--- src/core/rcmio_defines.svh ---
// register indices, field positions, reset values and timing
// included by the package and by every design file that decodes
`ifndef RCMIO_DEFINES_SVH
`define RCMIO_DEFINES_SVH

// register indices, byte address is four times the index
`define RCMIO_IDX_GPIO     8'h06
`define RCMIO_IDX_REFSEL   8'h07
`define RCMIO_IDX_REFCTL   8'h3e
`define RCMIO_IDX_IRQ_STAT 8'h40
`define RCMIO_IDX_IRQ_CLR  8'h41
`define RCMIO_IDX_IRQ_EN   8'h42
`define RCMIO_IDX_STRAP    8'h43

// field positions
`define RCMIO_GPIO_DIR_LSB 0
`define RCMIO_GPIO_LVL_LSB 2
`define RCMIO_REF_A_LSB    0
`define RCMIO_REF_B_LSB    4
`define RCMIO_REFERENCE_OUTPUT_CONTROL_HOLD    0
`define RCMIO_REFERENCE_OUTPUT_CONTROL_E1      1
`define RCMIO_STRAP_LOSS   16

// reset values
`define RCMIO_RST_GPIO     8'h00
`define RCMIO_RST_REFSEL   8'h00
`define RCMIO_RST_REFCTL   8'h00
`define RCMIO_RST_IRQ_EN   8'h00

// rates and times
`define RCMIO_CLK_HZ       64'd200000000
`define RCMIO_T1_HZ        64'd1544000
`define RCMIO_E1_HZ        64'd2048000
`define RCMIO_T1_KHZ       14'd1544
`define RCMIO_E1_KHZ       14'd2048
`define RCMIO_BOOT_MS      64'd2
`define RCMIO_BOOT_CYC     (`RCMIO_BOOT_MS * `RCMIO_CLK_HZ / 64'd1000)
`define RCMIO_NCO_T1       ((`RCMIO_T1_HZ << 32) / `RCMIO_CLK_HZ)
`define RCMIO_NCO_E1       ((`RCMIO_E1_HZ << 32) / `RCMIO_CLK_HZ)

`endif

--- src/core/rcmio_pkg.sv ---
// types shared by the reference clock and misc pin block
// assumes rcmio_defines.svh is on the include path
package rcmio_pkg;
  `include "rcmio_defines.svh"

  typedef logic [7:0]  rcmio_chan_t;
  typedef logic [2:0]  rcmio_sel_t;
  typedef logic [2:0]  rcmio_strap_t;
  typedef logic [31:0] rcmio_word_t;

  typedef enum logic {
    RCMIO_BUS_IDLE,
    RCMIO_BUS_ANSWER
  } rcmio_bus_e;
endpackage

--- src/core/rcmio_ref_if.sv ---
// one reference output path: selection, fallback control and result
// assumes the control side and the selector share one clock
`timescale 1ns/1ps
interface rcmio_ref_if;
  import rcmio_pkg::*;
  rcmio_chan_t rcv_clk;
  rcmio_chan_t loss;
  logic        mclk;
  rcmio_sel_t  sel;
  logic        hold_high;
  logic        ref_out;

  modport ctrl (output rcv_clk, loss, mclk, sel, hold_high, input ref_out);
  modport mux  (input rcv_clk, loss, mclk, sel, hold_high, output ref_out);
endinterface

--- src/core/rcmio_top.sv ---
// reference clock generation, loss pins, straps and gpio with an
// avalon-mm register slave
// assumes sys_clk is the buffered oscillator input clock
//
// Added by the designer: the Avalon-MM slave port.
`timescale 1ns/1ps
`include "rcmio_defines.svh"
module rcmio_top #(
  parameter int unsigned BOOT_CYCLES = 32'(`RCMIO_BOOT_CYC) // startup wait
) (
  input  wire logic                sys_clk,            // oscillator clock
  input  wire logic                rst_n,              // async reset, low
  input  wire logic [9:0]          avs_address,        // byte address
  input  wire logic                avs_read,           // read request
  input  wire logic                avs_write,          // write request
  input  wire rcmio_pkg::rcmio_word_t avs_writedata,   // write data
  input  wire logic [3:0]          avs_byteenable,     // byte lanes
  output rcmio_pkg::rcmio_word_t   avs_readdata,       // read data
  output logic                     avs_waitrequest,    // stall
  output logic                     irq,                // level interrupt
  input  wire rcmio_pkg::rcmio_chan_t chan_loss,       // raw loss per chan
  input  wire rcmio_pkg::rcmio_chan_t rcv_clk,         // recovered clocks
  input  wire rcmio_pkg::rcmio_strap_t freq_select_strap, // osc straps
  output rcmio_pkg::rcmio_chan_t   loss_indicator_n,   // loss pins, high
  output logic                     crystal_output,     // inverted osc
  output logic                     gen_t1_rate_output, // 1.544 MHz
  output logic                     gen_e1_rate_output, // 2.048 MHz
  output logic                     ref_output_a,       // reference a
  output logic                     ref_output_b,       // reference b
  input  wire logic [1:0]          gpio_in,            // gpio pin level
  output logic [1:0]               gpio_out,           // gpio drive value
  output logic [1:0]               gpio_oe             // gpio drive enable
);
  import rcmio_pkg::*;

  // ----------------------------------------------------------------
  // declarations
  // ----------------------------------------------------------------
  rcmio_chan_t  loss_meta_reg;
  rcmio_chan_t  loss_sync_reg;
  rcmio_chan_t  rcv_meta_reg;
  rcmio_chan_t  rcv_sync_reg;
  rcmio_strap_t strap_meta_reg;
  rcmio_strap_t strap_sync_reg;
  rcmio_strap_t strap_reg;
  logic [1:0]   gpio_meta_reg;
  logic [1:0]   gpio_sync_reg;
  rcmio_chan_t  loss_pin_reg;

  logic [31:0]  boot_cnt_reg;
  logic         boot_done;

  logic [31:0]  nco_t1_reg;
  logic [31:0]  nco_e1_reg;
  logic         mclk;

  logic [7:0]   gpio_ctl_reg;
  logic [7:0]   refsel_reg;
  logic [7:0]   refctl_reg;
  rcmio_chan_t  irq_stat_reg;
  rcmio_chan_t  irq_en_reg;
  rcmio_chan_t  loss_rise;

  rcmio_bus_e   bus_reg;
  rcmio_word_t  rdata_reg;
  rcmio_word_t  rdata_next;
  logic         req;
  logic         wr_go;
  logic [7:0]   idx;
  logic [7:0]   wbyte;
  logic [13:0]  osc_khz;
  logic [1:0]   gpio_level;

  rcmio_ref_if  ref_a_if ();
  rcmio_ref_if  ref_b_if ();

  // ----------------------------------------------------------------
  // synchronisers for pins
  // ----------------------------------------------------------------
  always_ff @(posedge sys_clk or negedge rst_n)
  begin
    if (!rst_n)
    begin
      loss_meta_reg  <= '0;
      loss_sync_reg  <= '0;
      rcv_meta_reg   <= '0;
      rcv_sync_reg   <= '0;
      strap_meta_reg <= '0;
      strap_sync_reg <= '0;
      gpio_meta_reg  <= '0;
      gpio_sync_reg  <= '0;
    end
    else
    begin
      loss_meta_reg  <= chan_loss;
      loss_sync_reg  <= loss_meta_reg;
      rcv_meta_reg   <= rcv_clk;
      rcv_sync_reg   <= rcv_meta_reg;
      strap_meta_reg <= freq_select_strap;
      strap_sync_reg <= strap_meta_reg;
      gpio_meta_reg  <= gpio_in;
      gpio_sync_reg  <= gpio_meta_reg;
    end
  end

  // ----------------------------------------------------------------
  // loss pins
  // ----------------------------------------------------------------
  // follow channel loss
  always_ff @(posedge sys_clk or negedge rst_n)
  begin
    if (!rst_n)
    begin
      loss_pin_reg <= '0;
    end
    else
    begin
      loss_pin_reg <= loss_sync_reg;
    end
  end

  assign loss_indicator_n = loss_pin_reg;
  assign loss_rise        = loss_sync_reg & ~loss_pin_reg;

  // ----------------------------------------------------------------
  // startup wait and strap capture
  // ----------------------------------------------------------------
  // hold off register access
  always_ff @(posedge sys_clk or negedge rst_n)
  begin
    if (!rst_n)
    begin
      boot_cnt_reg <= '0;
    end
    else if (!boot_done)
    begin
      boot_cnt_reg <= boot_cnt_reg + 32'd1;
    end
  end

  assign boot_done = (boot_cnt_reg >= BOOT_CYCLES);

  // straps settle during startup and freeze after it
  always_ff @(posedge sys_clk or negedge rst_n)
  begin
    if (!rst_n)
    begin
      strap_reg <= '0;
    end
    else if (!boot_done)
    begin
      strap_reg <= strap_sync_reg;
    end
  end

  always_comb
  begin
    osc_khz = strap_reg[2] ? `RCMIO_E1_KHZ : `RCMIO_T1_KHZ;
    osc_khz = 14'(osc_khz * ({12'd0, strap_reg[1:0]} + 14'd1));
  end

  // ----------------------------------------------------------------
  // clock generator
  // ----------------------------------------------------------------
  // phase accumulators
  always_ff @(posedge sys_clk or negedge rst_n)
  begin
    if (!rst_n)
    begin
      nco_t1_reg <= '0;
      nco_e1_reg <= '0;
    end
    else
    begin
      nco_t1_reg <= nco_t1_reg + 32'(`RCMIO_NCO_T1);
      nco_e1_reg <= nco_e1_reg + 32'(`RCMIO_NCO_E1);
    end
  end

  assign gen_t1_rate_output = nco_t1_reg[31];
  assign gen_e1_rate_output = nco_e1_reg[31];

  assign mclk = refctl_reg[`RCMIO_REFERENCE_OUTPUT_CONTROL_E1] ? nco_e1_reg[31] : nco_t1_reg[31];

  assign crystal_output = ~sys_clk;

  // ----------------------------------------------------------------
  // reference outputs
  // ----------------------------------------------------------------
  // output a and b selection
  assign ref_a_if.rcv_clk   = rcv_sync_reg;
  assign ref_a_if.loss      = loss_sync_reg;
  assign ref_a_if.mclk      = mclk;
  assign ref_a_if.sel       = refsel_reg[`RCMIO_REF_A_LSB +: 3];
  assign ref_a_if.hold_high = refctl_reg[`RCMIO_REFERENCE_OUTPUT_CONTROL_HOLD];

  assign ref_b_if.rcv_clk   = rcv_sync_reg;
  assign ref_b_if.loss      = loss_sync_reg;
  assign ref_b_if.mclk      = mclk;
  assign ref_b_if.sel       = refsel_reg[`RCMIO_REF_B_LSB +: 3];
  assign ref_b_if.hold_high = refctl_reg[`RCMIO_REFERENCE_OUTPUT_CONTROL_HOLD];

  rcmio_ref_mux u_ref_a (
    .sys_clk (sys_clk),
    .rst_n   (rst_n),
    .ref_if  (ref_a_if.mux)
  );

  rcmio_ref_mux u_ref_b (
    .sys_clk (sys_clk),
    .rst_n   (rst_n),
    .ref_if  (ref_b_if.mux)
  );

  assign ref_output_a = ref_a_if.ref_out;
  assign ref_output_b = ref_b_if.ref_out;

  // ----------------------------------------------------------------
  // general purpose pins
  // ----------------------------------------------------------------
  // direction and drive
  assign gpio_oe  = gpio_ctl_reg[`RCMIO_GPIO_DIR_LSB +: 2];
  assign gpio_out = gpio_ctl_reg[`RCMIO_GPIO_LVL_LSB +: 2];

  assign gpio_level = (gpio_oe & gpio_out) | (~gpio_oe & gpio_sync_reg);

  // ----------------------------------------------------------------
  // avalon slave
  // ----------------------------------------------------------------
  assign req             = avs_read | avs_write;
  assign idx             = avs_address[9:2];
  assign wbyte           = avs_writedata[7:0];
  assign wr_go           = avs_write & avs_byteenable[0] &
                           (bus_reg == RCMIO_BUS_ANSWER);
  assign avs_waitrequest = req & (bus_reg != RCMIO_BUS_ANSWER);
  assign avs_readdata    = rdata_reg;

  always_ff @(posedge sys_clk or negedge rst_n)
  begin
    if (!rst_n)
    begin
      bus_reg <= RCMIO_BUS_IDLE;
    end
    else
    begin
      unique case (bus_reg)
        RCMIO_BUS_IDLE:
        begin
          if (req && boot_done)
          begin
            bus_reg <= RCMIO_BUS_ANSWER;
          end
        end
        RCMIO_BUS_ANSWER:
        begin
          bus_reg <= RCMIO_BUS_IDLE;
        end
      endcase
    end
  end

  always_comb
  begin
    rdata_next = '0;
    unique case (idx)
      `RCMIO_IDX_GPIO:
      begin
        rdata_next[7:0] = gpio_ctl_reg;
        rdata_next[`RCMIO_GPIO_LVL_LSB +: 2] = gpio_level;
      end
      `RCMIO_IDX_REFSEL:   rdata_next[7:0] = refsel_reg;
      `RCMIO_IDX_REFCTL:   rdata_next[7:0] = refctl_reg;
      `RCMIO_IDX_IRQ_STAT: rdata_next[7:0] = irq_stat_reg;
      `RCMIO_IDX_IRQ_EN:   rdata_next[7:0] = irq_en_reg;
      `RCMIO_IDX_STRAP:
      begin
        rdata_next[2:0]   = strap_reg;
        rdata_next[13:3]  = '0;
        rdata_next[31:16] = {8'h00, loss_pin_reg};
        rdata_next[15:0]  = {osc_khz[12:0], strap_reg};
      end
      default:             rdata_next = '0;
    endcase
  end

  always_ff @(posedge sys_clk or negedge rst_n)
  begin
    if (!rst_n)
    begin
      rdata_reg <= '0;
    end
    else if (avs_read && bus_reg == RCMIO_BUS_IDLE && boot_done)
    begin
      rdata_reg <= rdata_next;
    end
  end

  // ----------------------------------------------------------------
  // control registers
  // ----------------------------------------------------------------
  // gpio register write
  always_ff @(posedge sys_clk or negedge rst_n)
  begin
    if (!rst_n)
    begin
      gpio_ctl_reg <= `RCMIO_RST_GPIO;
    end
    else if (wr_go && idx == `RCMIO_IDX_GPIO)
    begin
      gpio_ctl_reg <= {4'h0, wbyte[3:0]};
    end
  end

  always_ff @(posedge sys_clk or negedge rst_n)
  begin
    if (!rst_n)
    begin
      refsel_reg <= `RCMIO_RST_REFSEL;
    end
    else if (wr_go && idx == `RCMIO_IDX_REFSEL)
    begin
      refsel_reg <= wbyte & 8'h77;
    end
  end

  always_ff @(posedge sys_clk or negedge rst_n)
  begin
    if (!rst_n)
    begin
      refctl_reg <= `RCMIO_RST_REFCTL;
    end
    else if (wr_go && idx == `RCMIO_IDX_REFCTL)
    begin
      refctl_reg <= wbyte & 8'h03;
    end
  end

  // ----------------------------------------------------------------
  // interrupts
  // ----------------------------------------------------------------
  always_ff @(posedge sys_clk or negedge rst_n)
  begin
    if (!rst_n)
    begin
      irq_en_reg <= `RCMIO_RST_IRQ_EN;
    end
    else if (wr_go && idx == `RCMIO_IDX_IRQ_EN)
    begin
      irq_en_reg <= wbyte;
    end
  end

  // a new loss beats a clear in the same cycle
  always_ff @(posedge sys_clk or negedge rst_n)
  begin
    if (!rst_n)
    begin
      irq_stat_reg <= '0;
    end
    else if (wr_go && idx == `RCMIO_IDX_IRQ_CLR)
    begin
      irq_stat_reg <= (irq_stat_reg & ~wbyte) | loss_rise;
    end
    else
    begin
      irq_stat_reg <= irq_stat_reg | loss_rise;
    end
  end

  assign irq = |(irq_stat_reg & irq_en_reg);
endmodule

--- src/core/rcmio_ref_mux.sv ---
// reference clock selector for one output
// assumes all inputs are already synchronous to sys_clk
`timescale 1ns/1ps
module rcmio_ref_mux (
  input  wire logic sys_clk, // system clock
  input  wire logic rst_n,   // async reset, active low
  rcmio_ref_if.mux  ref_if   // selection and result
);
  import rcmio_pkg::*;

  logic sel_loss;
  logic sel_rcv;

  assign sel_loss = ref_if.loss[ref_if.sel];
  assign sel_rcv  = ref_if.rcv_clk[ref_if.sel];

  always_ff @(posedge sys_clk or negedge rst_n)
  begin
    if (!rst_n)
    begin
      ref_if.ref_out <= 1'b1;
    end
    else if (sel_loss)
    begin
      ref_if.ref_out <= ref_if.hold_high | ref_if.mclk;
    end
    else
    begin
      ref_if.ref_out <= sel_rcv;
    end
  end
endmodule

--- config.mk ---
export PLATFORM = sky130hd
export DESIGN_NAME = rcmio_top
export DESIGN_NICKNAME = d
export VERILOG_FILES = /design/src/core/rcmio_pkg.sv /design/src/core/rcmio_ref_if.sv /design/src/core/rcmio_top.sv /design/src/core/rcmio_ref_mux.sv
export VERILOG_INCLUDE_DIRS = /design/src /design/src/core
export SDC_FILE = /design/constraint.sdc
export NUM_CORES = 1
export LEC_CHECK = 0
export ABC_AREA = 1
export BUFFER_PORTS_ARGS = -buffer_cell sky130_fd_sc_hd__buf_2
export CORE_MARGIN = 1.5
export CORE_UTILIZATION = 30
export DETAILED_ROUTE_END_ITERATION = 10
export SETUP_SLACK_MARGIN = 0.3
export SYNTH_ARGS = -nofsm -noshare
export SYNTH_HDL_FRONTEND = slang
export SYNTH_SLANG_ARGS = --single-unit
export TNS_END_PERCENT = 20
--- constraint.sdc ---
create_clock -name sys_clk -period 2.3 [get_ports sys_clk]
set_input_delay 0.46 -clock sys_clk [delete_from_list [all_inputs] [get_ports sys_clk]]
set_output_delay 0.46 -clock sys_clk [all_outputs]
set_load 0.01 [all_outputs]
==> results.json <==
{
  "seq_area_frac_synth": 0.508,
  "static_leakage_nw": 5.86,
  "synth_flop_cell": "dfrtp_1",
  "gr-total-overflow": 0,
  "post-synth-top-count-cell": "nand2_1",
  "synth_top_area_frac": 0.503,
  "fill_cells": 3436,
  "area_taken_by_multi_input_logic_gates_mm2": 0.00414,
  "antenna_violations_before_repair": 0,
  "clk_pin_slew_ps": 90,
  "clockBufferDepth": 3,
  "tritoncts": "built",
  "cp.required_ps": 1840,
  "wirelength_mm": 22.9,
  "grt_first_pass_wirelength_mm": 38.1,
  "num_rows": 66,
  "power_per_cell_area_mw_per_mm2": 685,
  "postSynth.asyncResetShare": 1.00,
  "skew_ps": 204,
  "worstSkewPairLatency_ps": 620,
  "totalNegativeSetupSlack_ps": 0,
  "synth_cells": 1246,
  "h-tree-depth": 1,
  "routed-via-count": 8072,
  "worst_hold_class": "in2reg",
  "antenna_left": 0,
  "status": "finished, final reports clean",
  "cp_max_fo": 8,
  "synth_area_leaders": "dfrtp_1 (50%), nand2_1 (15%), nand3_1 (5.8%)",
  "remaining_drc_errors": 0,
  "drv.max_cap_violation_count": 0,
  "critical_path.most_common_cell": "clkbuf_16",
  "power.ir.vdd_worst_mv": 0.426,
  "initial_drc_count": 474,
  "die_area_mm2": 0.0341,
  "critical_path_class": "clk2out",
  "synth_commonest_cells": "nand2_1 (385), dfrtp_1 (199), inv_1 (140)",
  "clock-root-buffer": "clkbuf_16",
  "area.sequential_mm2": 0.00503,
  "num_antenna_cells": 0,
  "worst_setup_path_end_kind": "output pin",
  "path_cells": "clkbuf_16 -> clkbuf_16 -> clkbuf_16 -> clkinv_4 -> buf_6",
  "syn_std_cell_area_mm2": 0.00991,
  "areaGrowthSynthToFinish_pct": 19.9,
  "die_height_um": 185,
  "max_stage_delay_ps": 160,
  "finish.instance_area_mm2": 0.0119,
  "synth-edff-count": 0,
  "floorplan.initialDensity": 0.305,
  "report.final.setup_viol": 0,
  "yosysWarnings": 0,
  "placeableCoreArea_mm2": 0.0325,
  "pin_count_of_the_biggest_net_entering_global_routing": 68,
  "wl_per_cell_um": 12.6,
  "startpoint_type": "clock port",
  "final_layout_size_suffix_gt1_frac": 0.134,
  "grt_setup_unrepaired": "true",
  "nNetsFinal": 1433,
  "grt_pass1_vias": 7752,
  "synth.avg_cell_area_um2": 7.95,
  "synth_cell_type_count": 44,
  "worst_slew_pin_slew_ps": 633,
  "gr-usage-all-layers": 0.137,
  "post_place_instance_area_mm2": 0.0107,
  "drv_slew": 0,
  "drt_first_pass_iters": 5,
  "floorplan.die.width_um": 185,
  "total_clock_buffers_created_by_cts": 25,
  "relSlewSlack": 0.576,
  "hold_viol": 0,
  "finalWeightedCongestion": 0.873,
  "dpl.hpwl_mm": 16.7,
  "post-synth-top-area-cell": "dfrtp_1",
  "pin_count": 122,
  "flip_flop_and_latch_count_after_synthesis": 201,
  "io_buffer_count": 81,
  "dr_vias_cell": 4.45,
  "worst-endpoint-arrival_ps": 1700,
  "cpMaxStageDelayCell": "clkbuf_16"
}
[metrics by stage]
stage               hold WS [ps]  utilization  total power, mW  cells  worst slack, ps
floorplan                    164            -             3.79   1256              159
global placement             334        0.329             3.96   1741             61.6
detailed placement           336        0.329             3.97   1741             20.4
CTS                         9.21        0.363             8.20   1813              111
global route                15.4        0.365             8.45   1815              124
finish                      28.2        0.365             8.13   1815              138
[critical path, delay by kind of cell]
| kind | cells | cell delay, ps |
|---|---|---|
| buffers and inverters | 5 | 540 |
[what timing repair did]
action	4_1_cts	5_1_grt
gates cloned	0	0
gates resized for setup	3	8
hold endpoints to repair	68	0
hold buffers	20	0
buffers inserted	6	2
endpoints found under the setup margin	4	4
pin swaps	0	4
[kinds of logic (layout without fill, tap and decap cells)]
group | Yosys count | in the layout | share of synthesized area
DFF | 201 | 201 | 0.508
buffers and inverters | 189 | 306 | 0.0828
other | 1 | 11 | 0.000378
AOI/OAI and AO/OA | 111 | 111 | 0.0633
adders and majority gates | 8 | 8 | 0.0109
xor gates and xnor gates | 47 | 47 | 0.0415
and+or+nand+nor | 689 | 689 | 0.293
[metal layers]
metal	global-route usage	vias up	wire length (um)
li1	-	4124	-
met4	0.0390	0	557
met5	0	-	0
met1	0.193	3771	11200
met3	0.0194	36	842
met2	0.218	141	10400
[cell usage in the layout, fill, tap and decap left out, drive strengths merged, types with 8 or more instances in the layout]
master	synthesis	routed
o21ai	69	69
a21oi	23	23
nor2	140	140
xor2	30	30
nand3	116	116
xnor2	17	17
inv	143	146
conb	1	11
nor3	17	17
buf	28	96
clkbuf	18	31
nand2	392	392
dfrtp	199	199
clkinv	0	8
o211ai	9	9
dlygate4sd3	0	20
nand4	14	14
[worst paths after layout]
path,from,to,slack (ps),cells past startpoint
worst max-delay path,sys_clk,crystal_output,140,5
worst min-delay path,freq_select_strap[0],strap_meta_reg[0],30,1
worst max register to register,strap_reg[0],avs_readdata[15],240,10
worst min register to register,loss_meta_reg[6],loss_sync_reg[6],350,0
max in group asynchronous,rst_n,boot_cnt_reg[31],1010,3
min in group asynchronous,rst_n,nco_e1_reg[10],390,2
[power breakdown]
part           internal [mW]  leakage (nW)  switching [mW]
Clock                   2.57         0.459            1.66
Combinational         0.0989          2.94           0.188
Sequential              3.59          2.47          0.0260
[final cells by class]
class	instances	area share
Clock inverter	17	0.0143
Timing Repair Buffer	109	0.0591
Sequential cell	201	0.424
Clock buffer	38	0.0630
Tap cell	442	0.0466
Inverter	142	0.0451
Multi-Input combinational cell	866	0.348
(Power assumes the default switching activity.)
